**config.mk**
```make
export PLATFORM = sky130hd
export DESIGN_NAME = ppm_pin_mux
export DESIGN_NICKNAME = d
export VERILOG_FILES = /design/src/ppm_pkg.sv /design/src/ppm_pin_mux.sv
export SDC_FILE = /design/constraint.sdc
export NUM_CORES = 1
export LEC_CHECK = 0
export BUFFER_PORTS_ARGS = -buffer_cell sky130_fd_sc_hd__buf_2
export CORE_UTILIZATION = 53
export DETAILED_ROUTE_END_ITERATION = 16
export PLACE_DENSITY = 0.78
export SYNTH_ARGS = -nofsm -noshare
export SYNTH_HDL_FRONTEND = slang
export SYNTH_SLANG_ARGS = --single-unit
```
**constraint.sdc**
```tcl
create_clock -name mclk -period 2.4 [get_ports mclk]
set_input_delay 0.24 -clock mclk [delete_from_list [all_inputs] [get_ports mclk]]
set_output_delay 0.24 -clock mclk [all_outputs]
set_load 0.01 [all_outputs]
```
**src/ppm_pkg.sv**
```systemverilog
// constants for the peripheral pin multiplexer: register offsets, field positions,
// writable-bit masks and pin indices.
// assumes a flat 32-pin index: port 1 = 0..7, port 2 = 8..15, port 8 = 16..23, port 9 = 24..31.
package ppm_pkg;

   // avalon byte addresses of the four control words
   localparam logic [7:0] OFS_CAPTURE_PULSE_LO = 8'h40;
   localparam logic [7:0] OFS_SERIAL_PORTS = 8'h44;
   localparam logic [7:0] OFS_CAPTURE_PULSE_HI = 8'h48;
   localparam logic [7:0] OFS_SECOND_UART = 8'h4C;

   localparam int ADDR_W = 8;
   localparam int PIN_N = 32;
   localparam int CAP3_ALT_N = 4;
   localparam int SYNC_W = PIN_N + CAP3_ALT_N;
   localparam int SEL_W = 3;
   localparam int LANE_W = 8;

   // byte lanes: control byte and its mask byte
   localparam int CTRL_LO_LSB = 0;
   localparam int MASK_LO_LSB = 8;
   localparam int CTRL_HI_LSB = 16;
   localparam int MASK_HI_LSB = 24;

   // control word zero
   localparam int AMP_SEL_BIT = 19;
   localparam int AMP_EN_BIT = 18;
   localparam int CMP_EN_BIT = 16;
   localparam int CAP_SEL_LSB = 5;
   localparam int PW01_SEL_LSB = 2;
   localparam int PW1_EN_BIT = 1;
   localparam int PW0_EN_BIT = 0;

   // serial ports word
   localparam int I2C_SEL_LSB = 17;
   localparam int I2C_EN_BIT = 16;
   localparam int SPI_SEL_LSB = 5;
   localparam int SPI_EN_BIT = 4;
   localparam int UART_SEL_LSB = 1;
   localparam int UART_EN_BIT = 0;

   // capture and pulse high word
   localparam int CAP3_MODE_BIT = 5;
   localparam int PW23_SEL_LSB = 2;
   localparam int PW3_EN_BIT = 1;
   localparam int PW2_EN_BIT = 0;

   // second uart word
   localparam int UART2_SEL_LSB = 1;
   localparam int UART2_EN_BIT = 0;

   // bits that storage keeps; everything else reads zero
   localparam logic [31:0] WMASK_CAPTURE_PULSE_LO = 32'h000D00FF;
   localparam logic [31:0] WMASK_SERIAL_PORTS = 32'h000F00FF;
   localparam logic [31:0] WMASK_CAPTURE_PULSE_HI = 32'h0000003F;
   localparam logic [31:0] WMASK_SECOND_UART = 32'h0000000F;
   localparam logic [31:0] REG_RESET = 32'h00000000;

   localparam logic [4:0] CMP_PIN = 5'h07;
   localparam logic [1:0] CAP3_HI_PORT = 2'h2;
   localparam logic UART_RX_IDLE = 1'b1;
   localparam logic I2C_IDLE = 1'b1;

endpackage : ppm_pkg

```
**src/ppm_pin_mux.sv**
```systemverilog
// peripheral pin multiplexer: four control words on avalon-mm, per-pin priority
// resolution of spi, i2c, uarts, comparator, analog, pulse outputs and gpio.
// assumes pin_in arrives asynchronously; peripheral and gpio drives are on mclk.
//
// Added by the designer: the Avalon-MM slave port.
`timescale 1ns/1ns
module ppm_pin_mux (
   input wire logic mclk,
   input wire logic rst,
   input wire logic [7:0] avs_address,
   input wire logic avs_read,
   input wire logic avs_write,
   input wire logic [31:0] avs_writedata,
   input wire logic [3:0] avs_byteenable,
   output logic [31:0] avs_readdata,
   output logic avs_waitrequest,
   input wire logic [31:0] pin_in,
   input wire logic [3:0] capture3_alt_in,
   output logic [31:0] pin_out,
   output logic [31:0] pin_oe,
   output logic [1:0] amp_pin_out,
   output logic [1:0] amp_pin_oe,
   input wire logic [31:0] gpio_out,
   input wire logic [31:0] gpio_oe,
   input wire logic [31:0] analog_claim,
   input wire logic spi_cs_out,
   input wire logic spi_cs_oe,
   input wire logic spi_ck_out,
   input wire logic spi_ck_oe,
   input wire logic spi_miso_out,
   input wire logic spi_miso_oe,
   input wire logic spi_mosi_out,
   input wire logic spi_mosi_oe,
   output logic spi_cs_in,
   output logic spi_ck_in,
   output logic spi_miso_in,
   output logic spi_mosi_in,
   input wire logic i2c_scl_drive_low,
   input wire logic i2c_sda_drive_low,
   output logic i2c_scl_in,
   output logic i2c_sda_in,
   input wire logic uart_tx,
   output logic uart_rx,
   input wire logic uart_two_tx,
   output logic uart_two_rx,
   input wire logic comparator_out,
   input wire logic amp_digital_out,
   input wire logic [3:0] pulse_out,
   output logic capture_input_one,
   output logic capture_input_two,
   output logic capture_input_three
);

   logic [31:0] mux_control_capture_pulse_lo;
   logic [31:0] mux_control_serial_ports;
   logic [31:0] mux_control_capture_pulse_hi;
   logic [31:0] mux_control_second_uart;
   logic [31:0] next_capture_pulse_lo;
   logic [31:0] next_serial_ports;
   logic [31:0] next_capture_pulse_hi;
   logic [31:0] next_second_uart;
   logic [31:0] next_readdata;
   logic next_waitrequest;
   logic [31:0] rd_mux;
   logic bus_req;
   logic wr_go;

   // register bus: every access answers on the second edge
   function automatic logic [31:0] ppm_masked_write(
      input logic [31:0] old_val,
      input logic [31:0] wd,
      input logic [3:0] be,
      input logic [31:0] wmask
   );
      logic [31:0] upd;
      upd = 32'h00000000;
      if (be[0] && be[1]) begin
         upd[ppm_pkg::CTRL_LO_LSB +: ppm_pkg::LANE_W] = wd[ppm_pkg::MASK_LO_LSB +: ppm_pkg::LANE_W];
      end
      if (be[2] && be[3]) begin
         upd[ppm_pkg::CTRL_HI_LSB +: ppm_pkg::LANE_W] = wd[ppm_pkg::MASK_HI_LSB +: ppm_pkg::LANE_W];
      end
      upd = upd & wmask;
      return (old_val & ~upd) | (wd & upd);
   endfunction : ppm_masked_write

   assign bus_req = avs_read || avs_write;
   assign wr_go = avs_write && !avs_waitrequest;

   always_comb begin
      case (avs_address)
         ppm_pkg::OFS_CAPTURE_PULSE_LO: rd_mux = mux_control_capture_pulse_lo;
         ppm_pkg::OFS_SERIAL_PORTS: rd_mux = mux_control_serial_ports;
         ppm_pkg::OFS_CAPTURE_PULSE_HI: rd_mux = mux_control_capture_pulse_hi;
         ppm_pkg::OFS_SECOND_UART: rd_mux = mux_control_second_uart;
         default: rd_mux = 32'h00000000;
      endcase
   end

   always_comb begin
      next_waitrequest = 1'b1;
      next_readdata = avs_readdata;
      if (bus_req && avs_waitrequest) begin
         next_waitrequest = 1'b0;
         next_readdata = avs_read ? rd_mux : 32'h00000000;
      end
      next_capture_pulse_lo = mux_control_capture_pulse_lo;
      next_serial_ports = mux_control_serial_ports;
      next_capture_pulse_hi = mux_control_capture_pulse_hi;
      next_second_uart = mux_control_second_uart;
      // unmapped writes fall through and change nothing
      if (wr_go) begin
         case (avs_address)
            ppm_pkg::OFS_CAPTURE_PULSE_LO: next_capture_pulse_lo = ppm_masked_write(mux_control_capture_pulse_lo,
               avs_writedata, avs_byteenable, ppm_pkg::WMASK_CAPTURE_PULSE_LO);
            ppm_pkg::OFS_SERIAL_PORTS: next_serial_ports = ppm_masked_write(mux_control_serial_ports,
               avs_writedata, avs_byteenable, ppm_pkg::WMASK_SERIAL_PORTS);
            ppm_pkg::OFS_CAPTURE_PULSE_HI: next_capture_pulse_hi = ppm_masked_write(mux_control_capture_pulse_hi,
               avs_writedata, avs_byteenable, ppm_pkg::WMASK_CAPTURE_PULSE_HI);
            ppm_pkg::OFS_SECOND_UART: next_second_uart = ppm_masked_write(mux_control_second_uart,
               avs_writedata, avs_byteenable, ppm_pkg::WMASK_SECOND_UART);
            default: next_capture_pulse_lo = mux_control_capture_pulse_lo;
         endcase
      end
   end

   always_ff @(posedge mclk) begin
      if (rst) begin
         avs_waitrequest <= 1'b1;
         avs_readdata <= 32'h00000000;
         mux_control_capture_pulse_lo <= ppm_pkg::REG_RESET;
         mux_control_serial_ports <= ppm_pkg::REG_RESET;
         mux_control_capture_pulse_hi <= ppm_pkg::REG_RESET;
         mux_control_second_uart <= ppm_pkg::REG_RESET;
      end else begin
         avs_waitrequest <= next_waitrequest;
         avs_readdata <= next_readdata;
         mux_control_capture_pulse_lo <= next_capture_pulse_lo;
         mux_control_serial_ports <= next_serial_ports;
         mux_control_capture_pulse_hi <= next_capture_pulse_hi;
         mux_control_second_uart <= next_second_uart;
      end
   end

   // fields
   logic amp_out_port_select;
   logic amp_out_enable;
   logic comparator_out_enable;
   logic [2:0] capture_input_select;
   logic [2:0] pulse01_pin_select;
   logic pulse1_out_enable;
   logic pulse0_out_enable;
   logic [2:0] i2c_pin_select;
   logic i2c_pin_enable;
   logic [2:0] spi_group_select;
   logic spi_pin_enable;
   logic [2:0] uart_pin_select;
   logic uart_pin_enable;
   logic capture3_mode;
   logic [2:0] pulse23_pin_select;
   logic pulse3_out_enable;
   logic pulse2_out_enable;
   logic [2:0] uart_two_pin_select;
   logic uart_two_pin_enable;

   assign amp_out_port_select = mux_control_capture_pulse_lo[ppm_pkg::AMP_SEL_BIT];
   assign amp_out_enable = mux_control_capture_pulse_lo[ppm_pkg::AMP_EN_BIT];
   assign comparator_out_enable = mux_control_capture_pulse_lo[ppm_pkg::CMP_EN_BIT];
   assign capture_input_select = mux_control_capture_pulse_lo[ppm_pkg::CAP_SEL_LSB +: ppm_pkg::SEL_W];
   assign pulse01_pin_select = mux_control_capture_pulse_lo[ppm_pkg::PW01_SEL_LSB +: ppm_pkg::SEL_W];
   assign pulse1_out_enable = mux_control_capture_pulse_lo[ppm_pkg::PW1_EN_BIT];
   assign pulse0_out_enable = mux_control_capture_pulse_lo[ppm_pkg::PW0_EN_BIT];
   assign i2c_pin_select = mux_control_serial_ports[ppm_pkg::I2C_SEL_LSB +: ppm_pkg::SEL_W];
   assign i2c_pin_enable = mux_control_serial_ports[ppm_pkg::I2C_EN_BIT];
   assign spi_group_select = mux_control_serial_ports[ppm_pkg::SPI_SEL_LSB +: ppm_pkg::SEL_W];
   assign spi_pin_enable = mux_control_serial_ports[ppm_pkg::SPI_EN_BIT];
   assign uart_pin_select = mux_control_serial_ports[ppm_pkg::UART_SEL_LSB +: ppm_pkg::SEL_W];
   assign uart_pin_enable = mux_control_serial_ports[ppm_pkg::UART_EN_BIT];
   assign capture3_mode = mux_control_capture_pulse_hi[ppm_pkg::CAP3_MODE_BIT];
   assign pulse23_pin_select = mux_control_capture_pulse_hi[ppm_pkg::PW23_SEL_LSB +: ppm_pkg::SEL_W];
   assign pulse3_out_enable = mux_control_capture_pulse_hi[ppm_pkg::PW3_EN_BIT];
   assign pulse2_out_enable = mux_control_capture_pulse_hi[ppm_pkg::PW2_EN_BIT];
   assign uart_two_pin_select = mux_control_second_uart[ppm_pkg::UART2_SEL_LSB +: ppm_pkg::SEL_W];
   assign uart_two_pin_enable = mux_control_second_uart[ppm_pkg::UART2_EN_BIT];

   // pin input synchroniser; filtered value moves only when stages two and three agree
   logic [ppm_pkg::SYNC_W-1:0] sync_a;
   logic [ppm_pkg::SYNC_W-1:0] sync_b;
   logic [ppm_pkg::SYNC_W-1:0] sync_c;
   logic [ppm_pkg::SYNC_W-1:0] filt;
   logic [ppm_pkg::SYNC_W-1:0] next_filt;
   logic [31:0] fpin;
   logic [3:0] falt;

   always_comb begin
      next_filt = filt;
      for (int k = 0; k < ppm_pkg::SYNC_W; k++) begin
         if (sync_b[k] == sync_c[k]) begin
            next_filt[k] = sync_c[k];
         end
      end
   end

   always_ff @(posedge mclk) begin
      if (rst) begin
         sync_a <= '0;
         sync_b <= '0;
         sync_c <= '0;
         filt <= '0;
      end else begin
         sync_a <= {capture3_alt_in, pin_in};
         sync_b <= sync_a;
         sync_c <= sync_b;
         filt <= next_filt;
      end
   end

   assign fpin = filt[ppm_pkg::PIN_N-1:0];
   assign falt = filt[ppm_pkg::SYNC_W-1:ppm_pkg::PIN_N];

   // pin resolution
   logic [31:0] next_pin_out;
   logic [31:0] next_pin_oe;
   logic [1:0] next_amp_out;
   logic [1:0] next_amp_oe;

   always_comb begin
      logic [4:0] pi;
      pi = 5'h00;
      next_pin_out = 32'h00000000;
      next_pin_oe = 32'h00000000;
      for (int i = 0; i < ppm_pkg::PIN_N; i++) begin
         pi = 5'(i);
         if (spi_pin_enable && pi[4:2] == spi_group_select) begin
            case (pi[1:0])
               2'h0: begin
                  next_pin_out[i] = spi_cs_out;
                  next_pin_oe[i] = spi_cs_oe;
               end
               2'h1: begin
                  next_pin_out[i] = spi_ck_out;
                  next_pin_oe[i] = spi_ck_oe;
               end
               2'h2: begin
                  next_pin_out[i] = spi_miso_out;
                  next_pin_oe[i] = spi_miso_oe;
               end
               default: begin
                  next_pin_out[i] = spi_mosi_out;
                  next_pin_oe[i] = spi_mosi_oe;
               end
            endcase
         end else if (i2c_pin_enable && !pi[4] && pi[3:1] == i2c_pin_select) begin
            // open drain: only ever pulls low
            next_pin_out[i] = 1'b0;
            next_pin_oe[i] = pi[0] ? i2c_sda_drive_low : i2c_scl_drive_low;
         end else if (uart_pin_enable && pi[4:2] == uart_pin_select && !pi[1]) begin
            next_pin_out[i] = uart_tx;
            next_pin_oe[i] = !pi[0];
         end else if (uart_two_pin_enable && pi[4:2] == uart_two_pin_select && pi[1]) begin
            next_pin_out[i] = uart_two_tx;
            next_pin_oe[i] = !pi[0];
         end else if (comparator_out_enable && pi == ppm_pkg::CMP_PIN) begin
            next_pin_out[i] = comparator_out;
            next_pin_oe[i] = 1'b1;
         end else if (analog_claim[i]) begin
            next_pin_oe[i] = 1'b0;
         end else if (pi[4:2] == pulse01_pin_select && !pi[1]
                      && (pi[0] ? pulse1_out_enable : pulse0_out_enable)) begin
            next_pin_out[i] = pulse_out[pi[0]];
            next_pin_oe[i] = 1'b1;
         end else if (pi[4:2] == pulse23_pin_select && pi[1]
                      && (pi[0] ? pulse3_out_enable : pulse2_out_enable)) begin
            next_pin_out[i] = pulse_out[{1'b1, pi[0]}];
            next_pin_oe[i] = 1'b1;
         end else begin
            next_pin_out[i] = gpio_out[i];
            next_pin_oe[i] = gpio_oe[i];
         end
      end
      next_amp_out = {2{amp_digital_out}};
      next_amp_oe = 2'h0;
      if (amp_out_enable) begin
         next_amp_oe[amp_out_port_select] = 1'b1;
      end
   end

   // inputs returned to peripherals; capture watches pins whatever drives them
   logic next_spi_cs_in;
   logic next_spi_ck_in;
   logic next_spi_miso_in;
   logic next_spi_mosi_in;
   logic next_scl_in;
   logic next_sda_in;
   logic next_uart_rx;
   logic next_uart_two_rx;
   logic next_cap1;
   logic next_cap2;
   logic next_cap3;

   always_comb begin
      next_spi_cs_in = spi_pin_enable && fpin[{spi_group_select, 2'h0}];
      next_spi_ck_in = spi_pin_enable && fpin[{spi_group_select, 2'h1}];
      next_spi_miso_in = spi_pin_enable && fpin[{spi_group_select, 2'h2}];
      next_spi_mosi_in = spi_pin_enable && fpin[{spi_group_select, 2'h3}];
      next_scl_in = i2c_pin_enable ? fpin[{1'b0, i2c_pin_select, 1'b0}] : ppm_pkg::I2C_IDLE;
      next_sda_in = i2c_pin_enable ? fpin[{1'b0, i2c_pin_select, 1'b1}] : ppm_pkg::I2C_IDLE;
      next_uart_rx = uart_pin_enable ? fpin[{uart_pin_select, 2'h1}] : ppm_pkg::UART_RX_IDLE;
      next_uart_two_rx = uart_two_pin_enable ? fpin[{uart_two_pin_select, 2'h3}] : ppm_pkg::UART_RX_IDLE;
      next_cap1 = fpin[{1'b0, capture_input_select, 1'b0}];
      next_cap2 = fpin[{1'b0, capture_input_select, 1'b1}];
      if (!capture3_mode) begin
         next_cap3 = next_cap1;
      end else if (!capture_input_select[2]) begin
         next_cap3 = falt[capture_input_select[1:0]];
      end else begin
         next_cap3 = fpin[{ppm_pkg::CAP3_HI_PORT, capture_input_select[1:0], 1'b1}];
      end
   end

   always_ff @(posedge mclk) begin
      if (rst) begin
         pin_out <= 32'h00000000;
         pin_oe <= 32'h00000000;
         amp_pin_out <= 2'h0;
         amp_pin_oe <= 2'h0;
         spi_cs_in <= 1'b0;
         spi_ck_in <= 1'b0;
         spi_miso_in <= 1'b0;
         spi_mosi_in <= 1'b0;
         i2c_scl_in <= ppm_pkg::I2C_IDLE;
         i2c_sda_in <= ppm_pkg::I2C_IDLE;
         uart_rx <= ppm_pkg::UART_RX_IDLE;
         uart_two_rx <= ppm_pkg::UART_RX_IDLE;
         capture_input_one <= 1'b0;
         capture_input_two <= 1'b0;
         capture_input_three <= 1'b0;
      end else begin
         pin_out <= next_pin_out;
         pin_oe <= next_pin_oe;
         amp_pin_out <= next_amp_out;
         amp_pin_oe <= next_amp_oe;
         spi_cs_in <= next_spi_cs_in;
         spi_ck_in <= next_spi_ck_in;
         spi_miso_in <= next_spi_miso_in;
         spi_mosi_in <= next_spi_mosi_in;
         i2c_scl_in <= next_scl_in;
         i2c_sda_in <= next_sda_in;
         uart_rx <= next_uart_rx;
         uart_two_rx <= next_uart_two_rx;
         capture_input_one <= next_cap1;
         capture_input_two <= next_cap2;
         capture_input_three <= next_cap3;
      end
   end
endmodule : ppm_pin_mux

```
==> summary by stage <==
STA
The setup total negative slack is 0 ns. The period utilization is 0.856. The final critical path time including I/O delays and setup is 2.06 ns.

The maximum clock rate is 0.487 GHz. The number of max-slew violations in the final report is 0. The setup clock skew after layout is 0.00786 ns.

The actual transition at the worst max-transition pin is 0.888 ns. The tightest slew margin relative to the limit is 0.406. Setup repair after global routing left no endpoint under its margin. The number of hold violations in the final report is 0.

The setup-violating endpoint count in the final report is 0.

Place
The number of placed instances, taps included is 1747. The number of I/O port buffers is 281. The detailed-placement wirelength estimate is 24700 um. At the end of routability-driven placement, the weighted congestion stood at 0.921.

Synthesis
The count of mapped cells out of synthesis is 1257. The post-synthesis async set-or-reset flop share is 0. After synthesis, the cell types taking the most area are dfxtp_1 (46%), nor2b_1 (6.1%), mux4_2 (4.6%). In this run, distinct cell masters in the synthesized netlist total 63.

The area of the mapped netlist is 0.0117 mm^2. The flip-flop and latch count after synthesis is 268. The most used flip-flop cell after synthesis is dfxtp_1.

The synthesized design contains 0 enable-type register cells. Of all cell types, the one taking the most synthesized area is dfxtp_1. For this run, the register share of the synthesized area comes to 0.459. Dividing the synthesized area by the synthesized cell count gives 9.29 um^2. The share of synthesized area in the top cell type comes to 0.459. The yosys synthesis warning count is 0.

Detailed routing
The routed wire length is 34900 um. After detailed routing, the average wire length per cell comes to 18.9 um. The count of nets left with antenna violations once routing finished came out at 0. Using the TritonRoute via totals, the vias-per-cell ratio works out to 5.78.

The detailed-routing iteration count for the pre-antenna-repair pass is 5. The initial detailed-routing violation count is 784. In the routed design, unresolved DRC markers number 0. The detailed-route via count is 10700.

Layout
From synthesis to final layout, the design area changed by 25.7%. The final standard cell count with taps included and fillers excluded is 1851. The number of nets in the layout is 1751.

The fraction of layout cells with a size suffix above 1 is 0.269.

Clock network
Clock-pin slew was measured on the worst setup and hold paths at 0.06 ns. The post-CTS setup buffer count is 0. CTS built an H-tree with a depth of 1. Gates resized during post-CTS repair numbered 0. In this run the clock root is driven by a clkbuf_16. The CTS sink count is 268. The largest buffer count on any clock path is 3. The later-pin clock latency in the skew report is 0.53 ns.

In this run, post-CTS hold repair placed 52 buffers. The TritonCTS clock tree is done. Counting the buffers created by CTS gives 27.

Job
The max capacitance violation total is 0.

Global route
The combined global-route utilization of all metal layers is 0.299. The number of global-route vias before repair was 10200. The total grt overflow is 0. Entering global routing, the biggest net connects 88 pins. The number of antenna violations at the first check in global routing is 3.

The wire length of the first global-routing pass is 52600 um.

Run status
The run finished with clean final reports.

Power and ir drop
The share of power burned in registers is 0.470. The switching part of the total power is 0.223. The leakage component of the power is 5.94 nW. The share of power burned in combinational logic is 0.074. For this design the ratio of total power to cell area is 668 mW/mm^2.

The part of the total power dissipated in the clock network is 0.457. The worst-case IR drop observed on VDD is 0.625 mV. The net switching component of the power is 2.19 mW.

Internal power comes to 7.63 mW.

Worst setup path
Along the worst path, the maximum fanout reaches 12. STA puts the critical path data arrival time at 2.48 ns. The worst setup path is captured at a flop. The critical path's largest stage delay is 0.73 ns.

The worst-path cell with the longest stage delay is nor4bb_1. The worst setup path is launched from a flop. The kind of critical path is reg -> reg.

The critical path goes through nor4bb_1 > buf_4 > nor4_1 > a221oi_1 > nor2_1. For the worst setup path, the data required time is 2.82 ns.

Die
The starting density of the core is 0.549. In this run the count of I/O pins placed on the die edge is 310. The die covers 0.0226 mm^2. The core region area is 0.0213 mm^2. In this run the core area contains 53 standard-cell rows. From bottom edge to top edge, the die measures 150 um. In this run the horizontal extent of the chip is 150 um.

Worst hold path
The worst hold path belongs to the class in -> reg.
[layout make-up]
cell class	instances	area [um^2]
clock buffers	34	702
fillers	1658	6600
inverters	21	78.8
flip-flops and latches	268	5370
well taps	275	344
multi-input cells	867	5740
clock inverters	15	238
diodes	3	7.51
repair buffers	368	2210
[synth_stat cells (8+ instances only)]
master / count
and3_1: 12
nand2b_1: 10
clkbuf_1: 59
nor4b_1: 8
inv_1: 21
buf_2: 26
o21ai_0: 75
mux4_2: 24
nand4b_1: 15
nor3_1: 22
nor4bb_1: 11
a22oi_1: 11
nand4_1: 36
nor2b_1: 113
and4b_1: 12
buf_4: 23
o21bai_1: 8
mux2i_1: 29
nand2_1: 104
a311oi_1: 8
nor2_1: 84
a31oi_1: 15
a21oi_1: 99
nand3_1: 20
o311a_1: 8
dfxtp_1: 268
nand3b_1: 10
a211oi_1: 14
mux2_2: 22
buf_1: 8
[through the flow]
stage	hold slack, ns	total power, mW	util	setup WS (ns)	area, um^2
after detailed placement	0.420	5.35	0.621	0.413	13200
after CTS	0.00124	9.84	0.690	0.377	14700
final	0.00544	9.82	0.690	0.345	14700
after global routing	0.00520	10.1	0.690	0.184	14700
after global placement	0.418	5.34	0.621	0.416	13200
after floorplan	0.368	5.06	-	0.696	11800
[critical path: cells and delay by family (launching register included)]
family	cells	cell delay, ns
compound gates	1	0.30
buf+inv	1	0.26
flops	1	0.53
simple gates	3	0.85
[kinds of logic after synthesis]
group,share of synthesized area
buffers and inverters,0.0559
and+or+nand+nor,0.256
DFF,0.459
other,0.000321
muxes,0.0923
AOI/OAI and AO/OA,0.136
[cell usage in the layout, fill, tap and decap left out, types with 24 or more instances in the layout]
cell           instances
mux2i_1               29
buf_4                 34
dlygate4sd3_1         52
nand2_1              104
clkbuf_16             27
a21oi_1               99
nor2b_1              113
buf_2                280
dfxtp_1              268
mux4_2                24
nand4_1               36
o21ai_0               75
nor2_1                84
[power groups by stage]
stage                     clock network [mW]  registers (mW)  logic [mW]
after detailed placement                   0            4.71       0.640
after global placement                     0            4.70       0.633
after global routing                    4.73            4.62       0.781
after floorplan                            0            4.72       0.336
after CTS                               4.52            4.61       0.711
final                                   4.48            4.61       0.724
[per-layer routing]
metal / routed length (um) / part of all wire / global-route usage / vias to the layer above
met4: 1470 / 0.042 / 0.140 / 4
met2: 17100 / 0.49 / 0.522 / 529
li1: - / - / - / 5083
met3: 3100 / 0.089 / 0.0658 / 112
met1: 13200 / 0.38 / 0.346 / 4977
met5: 24 / 0.00069 / 0 / -
[final timing paths]
check	start	to	slack, ns	cells past startpoint
worst min register to register	sync_a[22]	sync_b[22]	0.43	1
worst max-delay path	flop	pin_out[11]	0.34	5
worst max register to register	flop	pin_out[11]	0.34	5
worst min-delay path	analog_claim[25]	pin_out[25]	0.005	4
Power figures use the tool's default switching activity.
